File: src/core/sgcd_pkg.sv
// shared types and constants for the sgram command decoder
package sgcd_pkg;
   localparam int CA_W = 11;
   localparam int CA9 = 9;
   localparam int CA8 = 8;
   localparam int CA7 = 7;
   localparam int CA6 = 6;
   localparam int CA4 = 4;
   localparam int CA3 = 3;
   localparam int NIB = 4;
   localparam int BYTE = 8;
   localparam logic [3:0] MRA_VEND_A = 4'hd;
   localparam logic [3:0] MRA_VEND_B = 4'he;
   localparam logic [3:0] MRA_CTRL = 4'hf;
   localparam int TRAINING_AND_WRITE_BLOCK_CTRL_BLK_A = 0;
   localparam int TRAINING_AND_WRITE_BLOCK_CTRL_BLK_B = 1;
   localparam int TRAINING_AND_WRITE_BLOCK_CTRL_SEL_LO = 2;
   localparam logic [1:0] SEL_RST = 2'h0;
   localparam logic CKE_N_RST = 1'h1;

   typedef enum logic [3:0] {
      K_NOP, K_MRS, K_ACT, K_RD, K_WR, K_LDFF, K_RDTR, K_WRTR, K_PRE, K_REF, K_PDE
   } sgcd_kind_t;

   typedef enum logic [1:0] {M_NONE, M_DOUBLE, M_SINGLE} sgcd_mask_t;

   typedef struct packed {
      sgcd_kind_t kind;
      sgcd_mask_t mask_kind;
      logic [3:0] bank;
      logic [13:0] row;
      logic [6:0] col;
      logic auto_pre;     // also all-banks for pre/ref
      logic chan_en;
      logic [15:0] mask0;
      logic [15:0] mask1;
      logic [9:0] ldff_data; // burst position sits in bank
   } sgcd_cmd_t;

   typedef struct packed {
      logic [3:0] addr;
      logic [11:0] op;
   } sgcd_mrs_t;
endpackage : sgcd_pkg

File: src/core/sgcd_decoder.sv
// per-channel command/address decoder with the training/block register
`timescale 1ns/100ps
module sgcd_decoder (
   input wire logic clk_sys,                   // 100 MHz command clock
   input wire logic rstn,                      // async reset, active low
   input wire logic chan_is_b,                 // high when serving channel b
   input wire logic cke_n,                     // clock enable, active low
   input wire logic [10:0] ca_rise,            // ca sampled at rising ck
   input wire logic [10:0] ca_fall,            // ca sampled at falling ck
   input wire logic ca_inversion_pin_rise,     // inversion pin, rising edge
   input wire logic ca_inversion_pin_fall,     // inversion pin, falling edge
   input wire logic ca_inv_en,                 // ca bus inversion enabled
   output sgcd_pkg::sgcd_cmd_t cmd,            // decoded command
   output logic cmd_valid,                     // one-cycle strobe for cmd
   output logic array_access,                  // read/write reaches array
   output sgcd_pkg::sgcd_mrs_t mrs,            // last mode write, accepted or blocked
   output logic mrs_valid,                     // one-cycle strobe for mrs
   output logic mrs_vendor,                    // mrs hit register d or e
   output logic chan_a_mode_write_block,       // stored block bit a
   output logic chan_b_mode_write_block,       // stored block bit b
   output logic [1:0] ca_training_select       // training target
);
   typedef enum logic [1:0] {S_IDLE, S_MASK_A, S_MASK_B} sgcd_state_t;

   sgcd_state_t state;
   logic cke_n_prev;
   logic [10:0] lr;
   logic [10:0] lf;
   logic lowlow;
   logic pde;
   sgcd_pkg::sgcd_cmd_t dec;
   sgcd_pkg::sgcd_cmd_t hold;
   logic [15:0] mask_in;
   logic mrs_hit;
   logic [3:0] mra;
   logic blocked;

   // logical levels; ca10 is never looked at below
   assign lr = (ca_inv_en && !ca_inversion_pin_rise) ? ~ca_rise : ca_rise;
   assign lf = (ca_inv_en && !ca_inversion_pin_fall) ? ~ca_fall : ca_fall;
   assign lowlow = !cke_n_prev && !cke_n;
   assign pde = !cke_n_prev && cke_n && lr[sgcd_pkg::CA9] && lr[sgcd_pkg::CA8];
   assign mask_in = {lf[sgcd_pkg::BYTE-1:0], lr[sgcd_pkg::BYTE-1:0]};
   assign mra = lr[sgcd_pkg::CA7:sgcd_pkg::CA4];
   assign mrs_hit = lowlow && (state == S_IDLE) && (dec.kind == sgcd_pkg::K_MRS);
   // register f itself is exempt so blocking can always be undone
   assign blocked = (mra != sgcd_pkg::MRA_CTRL) && (chan_is_b ?
      chan_b_mode_write_block : chan_a_mode_write_block);

   // previous cke for the two-cycle qualifiers
   always_ff @(posedge clk_sys or negedge rstn) begin
      if (!rstn) begin
         cke_n_prev <= sgcd_pkg::CKE_N_RST;
      end else begin
         cke_n_prev <= cke_n;
      end
   end

   // command table; fields not used by a kind are don't-care
   always_comb begin
      dec = '0;
      dec.kind = sgcd_pkg::K_NOP;
      dec.bank = lr[sgcd_pkg::CA7:sgcd_pkg::CA4];
      dec.col = {lf[2:0], lr[3:0]};
      dec.auto_pre = lf[sgcd_pkg::CA4];
      dec.chan_en = lf[sgcd_pkg::CA3];
      dec.ldff_data = {lf[5:4], lf[3:0], lr[3:0]};
      if (!lr[sgcd_pkg::CA9]) begin
         dec.kind = sgcd_pkg::K_ACT;
         dec.row = {lf[9:0], lr[3:0]};
      end else if (lr[sgcd_pkg::CA8]) begin
         unique case ({lf[sgcd_pkg::CA9], lf[sgcd_pkg::CA8]})
            2'h1: begin
               unique case ({lf[sgcd_pkg::CA7], lf[sgcd_pkg::CA6]})
                  2'h0: dec.kind = sgcd_pkg::K_RD;
                  2'h2: dec.kind = sgcd_pkg::K_LDFF;
                  2'h3: dec.kind = sgcd_pkg::K_RDTR;
                  2'h1: dec.kind = sgcd_pkg::K_NOP;
               endcase
            end
            2'h0: begin
               dec.kind = sgcd_pkg::K_WR;
               unique case ({lf[sgcd_pkg::CA7], lf[sgcd_pkg::CA6]})
                  2'h0: dec.mask_kind = sgcd_pkg::M_NONE;
                  2'h2: dec.mask_kind = sgcd_pkg::M_DOUBLE;
                  2'h1: dec.mask_kind = sgcd_pkg::M_SINGLE;
                  2'h3: dec.kind = sgcd_pkg::K_WRTR;
               endcase
            end
            2'h2, 2'h3: dec.kind = sgcd_pkg::K_NOP;
         endcase
      end else begin
         unique case ({lf[sgcd_pkg::CA9], lf[sgcd_pkg::CA8]})
            2'h2: dec.kind = sgcd_pkg::K_MRS;
            2'h0: dec.kind = sgcd_pkg::K_PRE;
            2'h1: dec.kind = sgcd_pkg::K_REF;
            2'h3: dec.kind = sgcd_pkg::K_NOP;
         endcase
      end
   end

   // masked writes collect their mask cycles before issuing
   always_ff @(posedge clk_sys or negedge rstn) begin
      if (!rstn) begin
         state <= S_IDLE;
      end else begin
         unique case (state)
            S_IDLE: begin
               if (lowlow && dec.kind == sgcd_pkg::K_WR && dec.mask_kind != sgcd_pkg::M_NONE)
                  state <= S_MASK_A;
            end
            S_MASK_A: begin
               state <= (lowlow && hold.mask_kind == sgcd_pkg::M_SINGLE) ? S_MASK_B : S_IDLE;
            end
            S_MASK_B: state <= S_IDLE;
            default: state <= S_IDLE;
         endcase
      end
   end

   // held bank/column of a pending masked write
   always_ff @(posedge clk_sys or negedge rstn) begin
      if (!rstn) begin
         hold <= '0;
      end else if (state == S_IDLE) begin
         hold <= dec;
      end else if (state == S_MASK_A) begin
         hold.mask0 <= mask_in;
      end
   end

   // command strobe; a broken mask sequence is dropped, not half-issued
   always_ff @(posedge clk_sys or negedge rstn) begin
      if (!rstn) begin
         cmd <= '0;
         cmd_valid <= 1'h0;
         array_access <= 1'h0;
      end else begin
         cmd_valid <= 1'h0;
         array_access <= 1'h0;
         unique case (state)
            S_IDLE: begin
               if (pde) begin
                  cmd <= '0;
                  cmd.kind <= sgcd_pkg::K_PDE;
                  cmd_valid <= 1'h1;
               end else if (lowlow && dec.kind != sgcd_pkg::K_NOP
                            && dec.kind != sgcd_pkg::K_MRS
                            && !(dec.kind == sgcd_pkg::K_WR && dec.mask_kind != sgcd_pkg::M_NONE)) begin
                  cmd <= dec;
                  cmd_valid <= 1'h1;
                  array_access <= (dec.kind == sgcd_pkg::K_RD || dec.kind == sgcd_pkg::K_WR)
                                  && dec.chan_en;
               end
            end
            S_MASK_A: begin
               if (lowlow && hold.mask_kind == sgcd_pkg::M_DOUBLE) begin
                  cmd <= hold;
                  cmd.mask0 <= mask_in;
                  cmd_valid <= 1'h1;
                  array_access <= hold.chan_en;
               end
            end
            S_MASK_B: begin
               if (lowlow) begin
                  cmd <= hold;
                  cmd.mask1 <= mask_in;
                  cmd_valid <= 1'h1;
                  array_access <= hold.chan_en;
               end
            end
            default: cmd_valid <= 1'h0;
         endcase
      end
   end

   // register f: only rising-edge bits count
   always_ff @(posedge clk_sys or negedge rstn) begin
      if (!rstn) begin
         chan_a_mode_write_block <= 1'h0;
         chan_b_mode_write_block <= 1'h0;
         ca_training_select <= sgcd_pkg::SEL_RST;
      end else if (mrs_hit && mra == sgcd_pkg::MRA_CTRL) begin
         chan_a_mode_write_block <= lr[sgcd_pkg::TRAINING_AND_WRITE_BLOCK_CTRL_BLK_A];
         chan_b_mode_write_block <= lr[sgcd_pkg::TRAINING_AND_WRITE_BLOCK_CTRL_BLK_B];
         ca_training_select <= lr[sgcd_pkg::TRAINING_AND_WRITE_BLOCK_CTRL_SEL_LO+1:sgcd_pkg::TRAINING_AND_WRITE_BLOCK_CTRL_SEL_LO];
      end
   end

   // accepted mode writes go out for the registers that live elsewhere
   always_ff @(posedge clk_sys or negedge rstn) begin
      if (!rstn) begin
         mrs <= '0;
         mrs_valid <= 1'h0;
         mrs_vendor <= 1'h0;
      end else begin
         mrs_valid <= mrs_hit && !blocked;
         mrs_vendor <= mrs_hit && !blocked &&
                       (mra == sgcd_pkg::MRA_VEND_A || mra == sgcd_pkg::MRA_VEND_B);
         if (mrs_hit) begin
            mrs.addr <= mra;
            mrs.op <= {lf[sgcd_pkg::BYTE-1:0], lr[sgcd_pkg::NIB-1:0]};
         end
      end
   end

   // checks
   property p_training_and_write_block_ctrl_rise;
      @(posedge clk_sys) disable iff (!rstn)
      (mrs_hit && mra == sgcd_pkg::MRA_CTRL) |=>
         chan_a_mode_write_block == $past(lr[0]) && chan_b_mode_write_block == $past(lr[1]);
   endproperty
   a_training_and_write_block_ctrl_rise: assert property (p_training_and_write_block_ctrl_rise) else $error("reg f bits wrong");

   property p_block_a;
      @(posedge clk_sys) disable iff (!rstn)
      (mrs_hit && !chan_is_b && chan_a_mode_write_block && mra != sgcd_pkg::MRA_CTRL)
         |=> !mrs_valid;
   endproperty
   a_block_a: assert property (p_block_a) else $error("chan a mrs not blocked");

   property p_block_b;
      @(posedge clk_sys) disable iff (!rstn)
      (mrs_hit && chan_is_b && !chan_b_mode_write_block) |=> mrs_valid;
   endproperty
   a_block_b: assert property (p_block_b) else $error("chan b mrs lost");

   property p_block_b_set;
      @(posedge clk_sys) disable iff (!rstn)
      (mrs_hit && chan_is_b && chan_b_mode_write_block && mra != sgcd_pkg::MRA_CTRL)
         |=> !mrs_valid;
   endproperty
   a_block_b_set: assert property (p_block_b_set) else $error("chan b mrs not blocked");

   // register f must stay reachable, or a set block bit could never be undone
   property p_ctrl_open;
      @(posedge clk_sys) disable iff (!rstn)
      (mrs_hit && mra == sgcd_pkg::MRA_CTRL) |=> mrs_valid;
   endproperty
   a_ctrl_open: assert property (p_ctrl_open) else $error("reg f write was blocked");

   property p_train_sel;
      @(posedge clk_sys) disable iff (!rstn)
      (mrs_hit && mra == sgcd_pkg::MRA_CTRL) |=> ca_training_select == $past(lr[3:2]);
   endproperty
   a_train_sel: assert property (p_train_sel) else $error("training select wrong");

   property p_vendor;
      @(posedge clk_sys) disable iff (!rstn)
      (mrs_hit && !blocked && mra == sgcd_pkg::MRA_VEND_B) |=> mrs_valid && mrs_vendor;
   endproperty
   a_vendor: assert property (p_vendor) else $error("vendor mrs dropped");

   property p_nop;
      @(posedge clk_sys) disable iff (!rstn)
      (lowlow && state == S_IDLE && dec.kind == sgcd_pkg::K_NOP) |=> !cmd_valid && !mrs_valid;
   endproperty
   a_nop: assert property (p_nop) else $error("nop issued a command");

   property p_act;
      @(posedge clk_sys) disable iff (!rstn)
      (lowlow && state == S_IDLE && !lr[sgcd_pkg::CA9]) |=>
         cmd_valid && cmd.kind == sgcd_pkg::K_ACT && cmd.row == {$past(lf[9:0]), $past(lr[3:0])};
   endproperty
   a_act: assert property (p_act) else $error("activate decode wrong");

   property p_wdm;
      @(posedge clk_sys) disable iff (!rstn)
      (lowlow && state == S_IDLE && dec.kind == sgcd_pkg::K_WR
       && dec.mask_kind == sgcd_pkg::M_DOUBLE) ##1 lowlow |=> cmd_valid && cmd.mask0 == $past(mask_in);
   endproperty
   a_wdm: assert property (p_wdm) else $error("double mask write wrong");

   property p_wsm;
      @(posedge clk_sys) disable iff (!rstn)
      (state == S_MASK_A && lowlow && hold.mask_kind == sgcd_pkg::M_SINGLE)
         |=> !cmd_valid ##1 (cmd_valid == $past(lowlow)); // qualifier of the byte 1 cycle
   endproperty
   a_wsm: assert property (p_wsm) else $error("single mask write timing");

   property p_ce;
      @(posedge clk_sys) disable iff (!rstn)
      (cmd_valid && !cmd.chan_en) |-> !array_access;
   endproperty
   a_ce: assert property (p_ce) else $error("access with ce low");

   property p_pde;
      @(posedge clk_sys) disable iff (!rstn)
      (state == S_IDLE && pde) |=> cmd_valid && cmd.kind == sgcd_pkg::K_PDE;
   endproperty
   a_pde: assert property (p_pde) else $error("power-down entry missed");
endmodule : sgcd_decoder

File: config.mk
export PLATFORM = sky130hd
export DESIGN_NAME = sgcd_decoder
export DESIGN_NICKNAME = d
export VERILOG_FILES = /design/src/core/sgcd_pkg.sv /design/src/core/sgcd_decoder.sv
export SDC_FILE = /design/constraint.sdc
export NUM_CORES = 1
export LEC_CHECK = 0
export BUFFER_PORTS_ARGS = -buffer_cell sky130_fd_sc_hd__buf_2
export CORE_MARGIN = 3
export CORE_UTILIZATION = 61
export DETAILED_ROUTE_END_ITERATION = 7
export HOLD_SLACK_MARGIN = 0.1
export PLACE_DENSITY = 0.86
export SYNTH_ARGS = -nofsm -noshare
export SYNTH_HDL_FRONTEND = slang
export SYNTH_SLANG_ARGS = --single-unit
File: constraint.sdc
create_clock -name clk_sys -period 4.7 [get_ports clk_sys]
set_input_delay 0.705 -clock clk_sys [delete_from_list [all_inputs] [get_ports clk_sys]]
set_output_delay 0.705 -clock clk_sys [all_outputs]
set_load 0.05 [all_outputs]
**Yosys cells after proc, flatten, opt, wreduce, memory -nomap -nowiden**

Index checks and enable logic that the tools add are counted.

- Muxes and demuxes: 34
- Bitwise operators: 2
- Equal/unequal tests: 22
- Reduce and logical (&&, ||, !) cells: 38

Operator list:

| operator | count |
|---|---|
| 2-to-1 mux 75 bit | 4 |
| case mux 75 bit (3 select lines) | 1 |
| 2-to-1 mux 16 bit | 2 |
| case mux 4 bit (4 select lines) | 2 |
| logical AND 1 bit | 21 |
| 2-to-1 mux 10 bit | 2 |
| inverter 10 bit | 2 |
| 2-to-1 mux 14 bit | 1 |
| equality test 2 bit (second input constant) | 6 |
| equality test 4 bit (second input constant) | 3 |
| 2-to-1 mux 2 bit | 6 |
| case mux 4 bit (3 select lines) | 1 |
| 2-to-1 mux 1 bit | 9 |
| equality test 2 x 1 -> 1 bit (second input constant) | 4 |
| 2-to-1 mux 4 bit | 2 |
| case mux 2 bit (2 select lines) | 2 |
| logical NOT 1 bit | 6 |
| logical NOT 2 bit | 3 |
| case mux 1 bit (3 select lines) | 2 |
| equality test 4 x 1 -> 1 bit (second input constant) | 1 |
| equality test 4 x 2 -> 1 bit (second input constant) | 1 |
| equality test 4 x 3 -> 1 bit (second input constant) | 1 |
| != test 2 x 1 -> 1 bit (second input constant) | 2 |
| != test 4 x 1 -> 1 bit (second input constant) | 1 |
| 9 further kinds | 11 |

- Bits in registers: 161
- Bits of input ports: 29

**Longest topological paths before layout**

Gate-level depths: netlist of the first run.

- Word-level depth: 15
- Gate-level depth with buffers: 10

**Least setup slack after synthesis of the first run**

OpenSTA, ideal clock, no wires.

- Path type: input port to flip-flop
- Start: input port ca_fall[8]
- End: register cmd[41] (netlist bit)
- Stages on the path: 9
- Data arrival time: 2551 ps
- Setup slack: 2024 ps
- Path buffers: 3
- Path through: buf_2 -> nor2b_1 -> mux2_4 -> a2111oi_4 -> a2111oi_1 -> nor2_1 -> buf_4 -> buf_6 -> mux2_4

- Word-level cells in the longest chain between the ends: 13
- Elaborated cells between the ends (all ways): 25
- Classes of those cells: 6 x eq/ne; 8 x mux; 1 x bitwise; 10 x reduce/logical

RTL lines:

| item | RTL line | source |
|---|---|---|
| start: declaration | sgcd_decoder.sv:9 | `input wire logic [10:0] ca_fall,` |
| inverter 10 bit | sgcd_decoder.sv:40 | `assign lf = (ca_inv_en && !ca_inversion_pin_fall) ? ~ca_fall : ca_fall;` |
| 2-to-1 mux 10 bit * | sgcd_decoder.sv:40 |  |
| equality test 2 bit | sgcd_decoder.sv:72, sgcd_decoder.sv:93 |  |
| OR reduction 2 bit | sgcd_decoder.sv:72 | `unique case ({lf[sgcd_pkg::CA9], lf[sgcd_pkg::CA8]})` |
| case mux 4 bit (3 select lines) | sgcd_decoder.sv:72 |  |
| 2-to-1 mux 4 bit | sgcd_decoder.sv:71 | `end else if (lr[sgcd_pkg::CA8]) begin` |
| 2-to-1 mux 4 bit | sgcd_decoder.sv:68 | `if (!lr[sgcd_pkg::CA9]) begin` |
| equality test 4 x 3 -> 1 bit / nonzero test 4 bit (equally long branches) | sgcd_decoder.sv:149, sgcd_decoder.sv:147 |  |
| logical AND 1 bit (on tied branches) | sgcd_decoder.sv:149, sgcd_decoder.sv:147 |  |
| logical NOT 1 bit / logical AND 1 bit (equally long branches) | sgcd_decoder.sv:149, sgcd_decoder.sv:148 |  |
| logical AND 1 bit * | sgcd_decoder.sv:149 | `&& !(dec.kind == sgcd_pkg::K_WR && dec.mask_kind != sgcd_pkg::M_NONE)) begin` |
| != test 3 x 2 -> 1 bit (no line) * | n/a |  |
| AND reduction 4 bit (no line) * | n/a |  |
| end signal: assignment | sgcd_decoder.sv:158 | `cmd <= hold;` |
| end signal: assignment | sgcd_decoder.sv:166 | `cmd <= hold;` |
| end: declaration | sgcd_decoder.sv:13 | `output sgcd_pkg::sgcd_cmd_t cmd,` |

Every way passes the cells marked *; elsewhere a longest branch is shown, timed or not. The select of a mux whose other input is x is not followed.
A chain may end at the register's enable or synchronous reset.

**Worst setup path after layout of the first run**

- Start: input port ca_inv_en
- End: register mrs[15] (netlist bit)

- Word-level cells in the longest chain between the ends: 9
- Elaborated cells between the ends (all ways): 21
- Classes of those cells: 7 x eq/ne; 8 x mux; 6 x reduce/logical

RTL lines:

| item | RTL line | source |
|---|---|---|
| start: declaration | sgcd_decoder.sv:12 | `input wire logic ca_inv_en,` |
| logical AND 1 bit | sgcd_decoder.sv:40 |  |
| 2-to-1 mux 10 bit | sgcd_decoder.sv:40 |  |
| equality test 2 x 1 -> 1 bit (tied with other cells) | sgcd_decoder.sv:74 | `unique case ({lf[sgcd_pkg::CA7], lf[sgcd_pkg::CA6]})` |
| case mux 4 bit (4 select lines) (tied with other cells) | sgcd_decoder.sv:74 |  |
| case mux 4 bit (3 select lines) | sgcd_decoder.sv:72 |  |
| 2-to-1 mux 4 bit | sgcd_decoder.sv:71 |  |
| 2-to-1 mux 4 bit | sgcd_decoder.sv:68 |  |
| equality test 4 x 1 -> 1 bit | sgcd_decoder.sv:45 | `assign mrs_hit = lowlow && (state == S_IDLE) && (dec.kind == sgcd_pkg::K_MRS);` |
| logical AND 1 bit | sgcd_decoder.sv:45 |  |
| end: declaration | sgcd_decoder.sv:16 | `output sgcd_pkg::sgcd_mrs_t mrs,` |

Parallel ways exist; a longest one is shown, timed or not. The select of a mux whose other input is x is not followed.

==> impl_metrics.toml, run 1 <==
[clock_tree]
cts_tree = "yes"
cts_setup_buffers = 0
root_buffer = "clkbuf_16"
cts_buffers = 17
clk_pin_slew_ps = 60
htreeDepth = 4
clkLatencyLatePin_ps = 430
clock-sinks = 143
clk_path_buf_depth = 2
cts.repair.resized = 0
cts_hold_buffers = 0

[timing]
fin_setup_tns_ps = 0
fmax_ghz = 0.3339
finalClockSkew_ps = 7.423
maxSlewViolCount = 0
setup_viol = 0
relSlewSlack_pct = 36.53
tightest_slew_ps = 952.1
hold_viol_final = 0
fin_crit_ps = 2995
period_share_pct = 63.72
rsz0062_at_grt = "no"

[yosys]
ys_top_cells_by_area = "dfrtp_1, mux2_2, mux2_4, xnor2_1, nor2_1"
async_flop_share_pct = 100.0
synthTopCellsByCount = "dfrtp_1, nor2_1, nand2_1"
ys_seq_area_share_pct = 49.64
syn_area_mm2 = 0.007211
yosysWarnings = 0
syn-num-nets = 709
synth_most_common_cell = "dfrtp_1"
synth_ff_type = "dfrtp_1"
ys_types = 59
yosys.area.top_type = "dfrtp_1"
synth_top_area_share_pct = 49.28
synth_edf_count = 0
synth.avg_cell_area_um2 = 10.67
synth-seq-cells = 143
syn_inst = 676

[setup_path]
crit_end = "mrs[15]"
setup.worst_path.class = "in -> reg"
reg2reg_slack_ps = 1910
reg2reg_to = "cmd[8]"
startpoint = "ca_inv_en"
reg2reg_depth = 8
required_ps = 5010
end_kind = "flip-flop"
critical_path.startpoint_type = "primary input"
crit_arrival_ps = 3300
cp_max_fo = 18
r2r_start = "state[1]"

[drt]
totalWireLength_mm = 17.94
viasPerCell = 5.987
avgRoutedWirePerCell_um = 19.25
post-route-drc-count = 0
drt_iter0_drc = 510
drt.antenna.violating_nets = 0
dr.pass1.iters = 5
vias = 5580

[global_routing]
grt_max_degree = 106
grt_antenna_before_repair = 0
overflow = 0
grt_pass1_wl_mm = 28.69
grt_pass1_vias = 5602
track_usage_pct = 28.02

[power]
p_leak_nw = 3.917
seqPwrFrac_pct = 32.4
cellInternalPower_mw = 2.995
powerDensity_mw_per_mm2 = 610.0
total_power_mw = 5.154
peakVddDrop_uv = 494.5
power_switching_mw = 2.159
p_clk_share_pct = 27.8
p_sw_share_pct = 41.89
combPwrFrac_pct = 39.8

[run]
max_cap_violations = 0

[floorplan]
core.rowCount = 39
core_mm2 = 0.01147
dieWidth_um = 114.7
die_area_mm2 = 0.01316
start_util_pct = 62.88
pin_count = 128
dieHeight_um = 114.7

[place]
place_hpwl_mm = 11.81
place.gp.congestion = 0.8540
port_buffers = 125

[hold_path]
hold_path_class = "in -> async"

[final_layout]
fill_cells = 742
n_antenna_cell = 0
area_delta_synth_final_pct = 17.20
final_net_count = 809
drive_gt1_share_pct = 31.18

[run_status]
status = "completed"
-- flip-flops by register name, summed over array words and instances, names as in the netlist --
register,flops
ca_training_select,2
array_access,1
state,2
chan_a_mode_write_block,1
cke_n_prev,1
mrs_valid,1
mrs,16
cmd,66
chan_b_mode_write_block,1
mrs_vendor,1
hold,50
cmd_valid,1
-- how the worst min path moves through the flow --
stage          startpoint            to  slack (ps)  depth (start not counted)
6_report             rstn       cmd[72]         370                          1
5_1_grt             cke_n    cke_n_prev         400                          1
4_1_cts             cke_n    cke_n_prev         400                          1
3_5_place_dp      mrs[14]       mrs[14]         470                          1
3_3_place_gp      mrs[14]       mrs[14]         470                          1
2_1_floorplan        rstn  array_access         410                          0
-- layout by cell type (no fill, tap or decap), types with 4 or more instances in the layout --
| cell type | count |
|---|---|
| xor2_1 | 9 |
| nor3_1 | 4 |
| nor2b_1 | 6 |
| mux2_1 | 8 |
| buf_2 | 124 |
| buf_4 | 11 |
| dfrtp_1 | 142 |
| a211oi_1 | 18 |
| and3b_1 | 4 |
| mux2_4 | 25 |
| clkbuf_16 | 17 |
| mux2_2 | 43 |
| mux2i_1 | 17 |
| inv_1 | 35 |
| xnor2_1 | 29 |
| a21oi_1 | 26 |
| bufinv_16 | 4 |
| o2111ai_1 | 4 |
| a22oi_1 | 16 |
| nand3_1 | 15 |
| nor2_1 | 65 |
| nand2_1 | 49 |
| o21ai_0 | 48 |
-- power by group through the flow --
stage	logic [mW]	clock network, mW	registers [mW]
4_1_cts	2.06	1.44	1.67
5_1_grt	2.16	1.49	1.71
2_1_floorplan	0.947	0	2.36
6_report	2.05	1.43	1.67
3_3_place_gp	2.01	0	1.67
3_5_place_dp	2.03	0	1.68
-- metal layers --
metal  part of all wire (%)  vias up  wire [µm]  global-route usage, %
met5                      0        -          0                      0
li1                       -     2537          -                      -
met4                    2.6        0        474                  11.50
met1                     42     2742       7544                  38.12
met2                     48      257       8660                  44.59
met3                    7.0       44       1259                  5.497
-- cell type report --
class	count	area (µm²)	share of cell area, %
Clock inverter	12	181.4	2.147
Inverter	35	131.4	1.555
Tap cell	143	178.9	2.117
Clock buffer	20	446.7	5.286
Timing Repair Buffer	136	714.4	8.454
Sequential cell	143	3580	42.36
Multi-Input combinational cell	443	3218	38.08
-- stage by stage --
stage	area, µm²	std cells	hold WS, ps	utilization (%)	setup slack [ps]
floorplan	7211	676	409.4	-	2024
global placement	7823	900	467.2	68.22	1393
detailed placement	7823	900	469.1	68.22	1290
CTS	8451	932	398.7	73.69	1744
global route	8451	932	404.9	73.69	1531
finish	8451	932	372.4	73.69	1705
-- worst max-delay path, cell delays in order --
cell	delay, ps
buf_2	130
nor2b_1	280
buf_4	320
nor4_1	90
a221oi_1	310
a22oi_2	220
nor3_4	800
mux2_2	420
-- cells by family (layout without fill, tap and decap cells) --
logic type	after synthesis	in the layout	synth area share (%)
simple gates	171	171	11.18
flops	143	143	49.64
compound gates	137	137	12.41
mux	93	93	15.53
buf+inv	90	203	5.934
xor+xnor	38	38	4.616
fa+ha+maj	4	4	0.6941
No activity file was read; power rests on OpenSTA's default activity.
==> inputs of run 2 (changes only) <==
ABC_AREA = 1   (was unset)
CORE_UTILIZATION = 50   (was 61)
PLACE_DENSITY = 0.76   (was 0.86)
clock period = 2.7 ns   (was 4.7 ns; I/O delays follow)
==> impl_metrics.toml, run 2 <==
[yosys]
synth_ff_type = "dfrtp_1"
synth.avg_cell_area_um2 = 8.134
synth_top_area_share_pct = 51.34
synthAdderAreaFrac_pct = 0.7231
synth_edf_count = 0
synth_xor_xnor_area_share_pct = 1.772
yosysWarnings = 0
syn-num-nets = 884
synthMuxAreaShare_pct = 0
ys_seq_area_share_pct = 51.72
syn_area_mm2 = 0.006922
synthTopCellsByCount = "nand2_1, dfrtp_1, nand3_1"
syn_inst = 851
synth_compound_area_share_pct = 10.72
synth_top_family_by_area = "simple AND/OR/NAND/NOR gates"
synth-simple-area-share_pct = 25.70
async_flop_share_pct = 100.0
yosys.area.top_type = "dfrtp_1"
synth-seq-cells = 143
ys_top_cells_by_area = "dfrtp_1, nand2_1, nand3_1, inv_1, o21ai_0"
ys_types = 36
synth_most_common_cell = "nand2_1"

[drt]
viasPerCell = 5.370
avgRoutedWirePerCell_um = 15.95
post-route-drc-count = 0
drt.antenna.violating_nets = 0
vias = 6192
drt_iter0_drc = 523
dr.pass1.iters = 6
totalWireLength_mm = 18.39

[run]
max_cap_violations = 0

[setup_path]
path_cells = "inv_1 > ha_1 > buf_4 > clkinv_1 > buf_4 > o22ai_1 > nor2_4 > buf_4 > nand3_1 > nand2_1"
path_buf_inv = 5
r2r_start = "state[0]"
required_ps = 3060
worst_path_most_repeated_cell = "buf_4"
max_stage_delay_ps = 390
reg2reg_to = "cmd[55]"
setup.worst_path.class = "reg -> reg"
end_kind = "flip-flop"
critPathTopFamily = "buffers and inverters"
slowest_stage = "buf_4"
reg2reg_slack_ps = 540
cp_max_fo = 41
reg2reg_depth = 10
critical_path.startpoint_type = "flip-flop"
crit_arrival_ps = 2520

[timing]
fin_crit_ps = 2159
setup_viol = 0
hold_viol_final = 0
finalClockSkew_ps = 5.163
maxSlewViolCount = 0
period_share_pct = 79.97
fin_setup_tns_ps = 0
tightest_slew_ps = 669.9
relSlewSlack_pct = 55.02
fmax_ghz = 0.4632
rsz0062_at_grt = "no"

[power]
powerDensity_mw_per_mm2 = 1233
peakVddDrop_uv = 619.1
total_power_mw = 10.29
p_leak_nw = 4.482

[floorplan]
start_util_pct = 51.65
pin_count = 128
die_area_mm2 = 0.01529
core.rowCount = 42
dieHeight_um = 123.7
dieWidth_um = 123.7
core_mm2 = 0.01340

[final_layout]
top_register = "cmd"
layout_common_cells = "nand2_1, dfrtp_1, buf_2, nand3_1, inv_1"
drive_gt1_share_pct = 21.29
fill_cells = 1174
layout_commonest_cell = "nand2_1"
n_antenna_cell = 0
reg_top3 = "cmd x66, hold x50, mrs x16"
largest_reg_flops = 66
final_net_count = 998
area_delta_synth_final_pct = 20.57
stdcell_count = 1153

[clock_tree]
clk_path_buf_depth = 2
cts_setup_buffers = 0
clkLatencyLatePin_ps = 420
cts_tree = "yes"
htreeDepth = 4
cts_buffers = 17
clock-sinks = 143
root_buffer = "clkbuf_16"
clk_pin_slew_ps = 60

[global_routing]
grt_pass1_wl_mm = 29.52
grt_antenna_before_repair = 0
grt_pass1_vias = 5880
grt_max_degree = 65
track_usage_pct = 25.07
overflow = 0

[place]
place_hpwl_mm = 12.82
place.gp.congestion = 0.8656
placed_cells = 1121
port_buffers = 125

[hold_path]
min_path_cells = 1
min_from = "cke_n"
hold_end = "cke_n_prev"
hold_path_class = "in -> reg"

[run_status]
status = "completed"
## run 2: changes by cell type after synthesis, sizes merged, moves of 18 or more
cell,change
nand2,+248
mux2,-76
nand3,+65
inv,+37
nor2,-33
o22ai,+33
a211oi,-18
## run 2: area by class of cell
cell class	instances	area, µm²	share of cell area (%)
multi-input cells	574	2698	32.32
clock buffers	22	484.2	5.802
well taps	176	220.2	2.639
repair buffers	154	902.1	10.81
inverters	75	281.5	3.373
clock inverters	9	180.2	2.159
flip-flops and latches	143	3580	42.89
## run 2: power by group
group	switching [mW]	total, mW	internal, mW
sequential	0.315	3.08	2.77
combinational	3.49	4.58	1.09
clock	0.897	2.63	1.73
## run 2: stage by stage
step / hold WS [ps] / setup slack [ps] / cell area, µm² / utilization, %
after detailed placement: 432.7 / 159.3 / 7671 / 57.25
after global routing: 103.4 / 319.9 / 8346 / 62.28
after global placement: 437.1 / 221.9 / 7671 / 57.25
final: 113.5 / 540.9 / 8346 / 62.28
after CTS: 107.6 / 557.8 / 8346 / 62.28
after floorplan: 109.4 / 763.4 / 6922 / -
## run 2: worst max path at each step
stage	start	to	slack [ps]	depth (start not counted)
detailed placement	ca_inv_en	cmd[62]	160	14
floorplan	ca_inversion_pin_rise	cmd[7]	760	14
finish	state[0]	cmd[55]	540	10
CTS	ca_inv_en	cmd[68]	560	14
global route	ca_inv_en	cmd[68]	320	14
global placement	ca_inv_en	cmd[63]	220	14
## run 2: cell families (layout without fill, tap and decap cells)
group                      after synthesis  in the layout
AOI/OAI and AO/OA                      137            137
adders and majority gates                4              4
buffers and inverters                  134            260
and+or+nand+nor                        419            419
DFF                                    143            143
xor gates and xnor gates                14             14
## run 2: per-layer routing
metal / share of wire [%] / wire length, µm / vias up / track usage [%]
li1: - / - / 2950 / -
met2: 48 / 8907 / 244 / 40.52
met5: 0 / 0 / - / 0
met1: 41 / 7552 / 2957 / 32.75
met3: 7.3 / 1345 / 41 / 6.040
met4: 3.2 / 583 / 0 / 9.689
## run 2: repair_timing
action,4_1_cts,5_1_grt
gates resized for setup,0,0
endpoints found under the hold margin,61,0
hold buffers,1,0
## run 2: worst register-to-register path, cell delays in order (launching register included)
cell and delay, ps:
dfrtp_1 370, inv_1 80, ha_1 210, buf_4 170
clkinv_1 50, buf_4 230, o22ai_1 160, nor2_4 150
buf_4 390, nand3_1 190, nand2_1 100
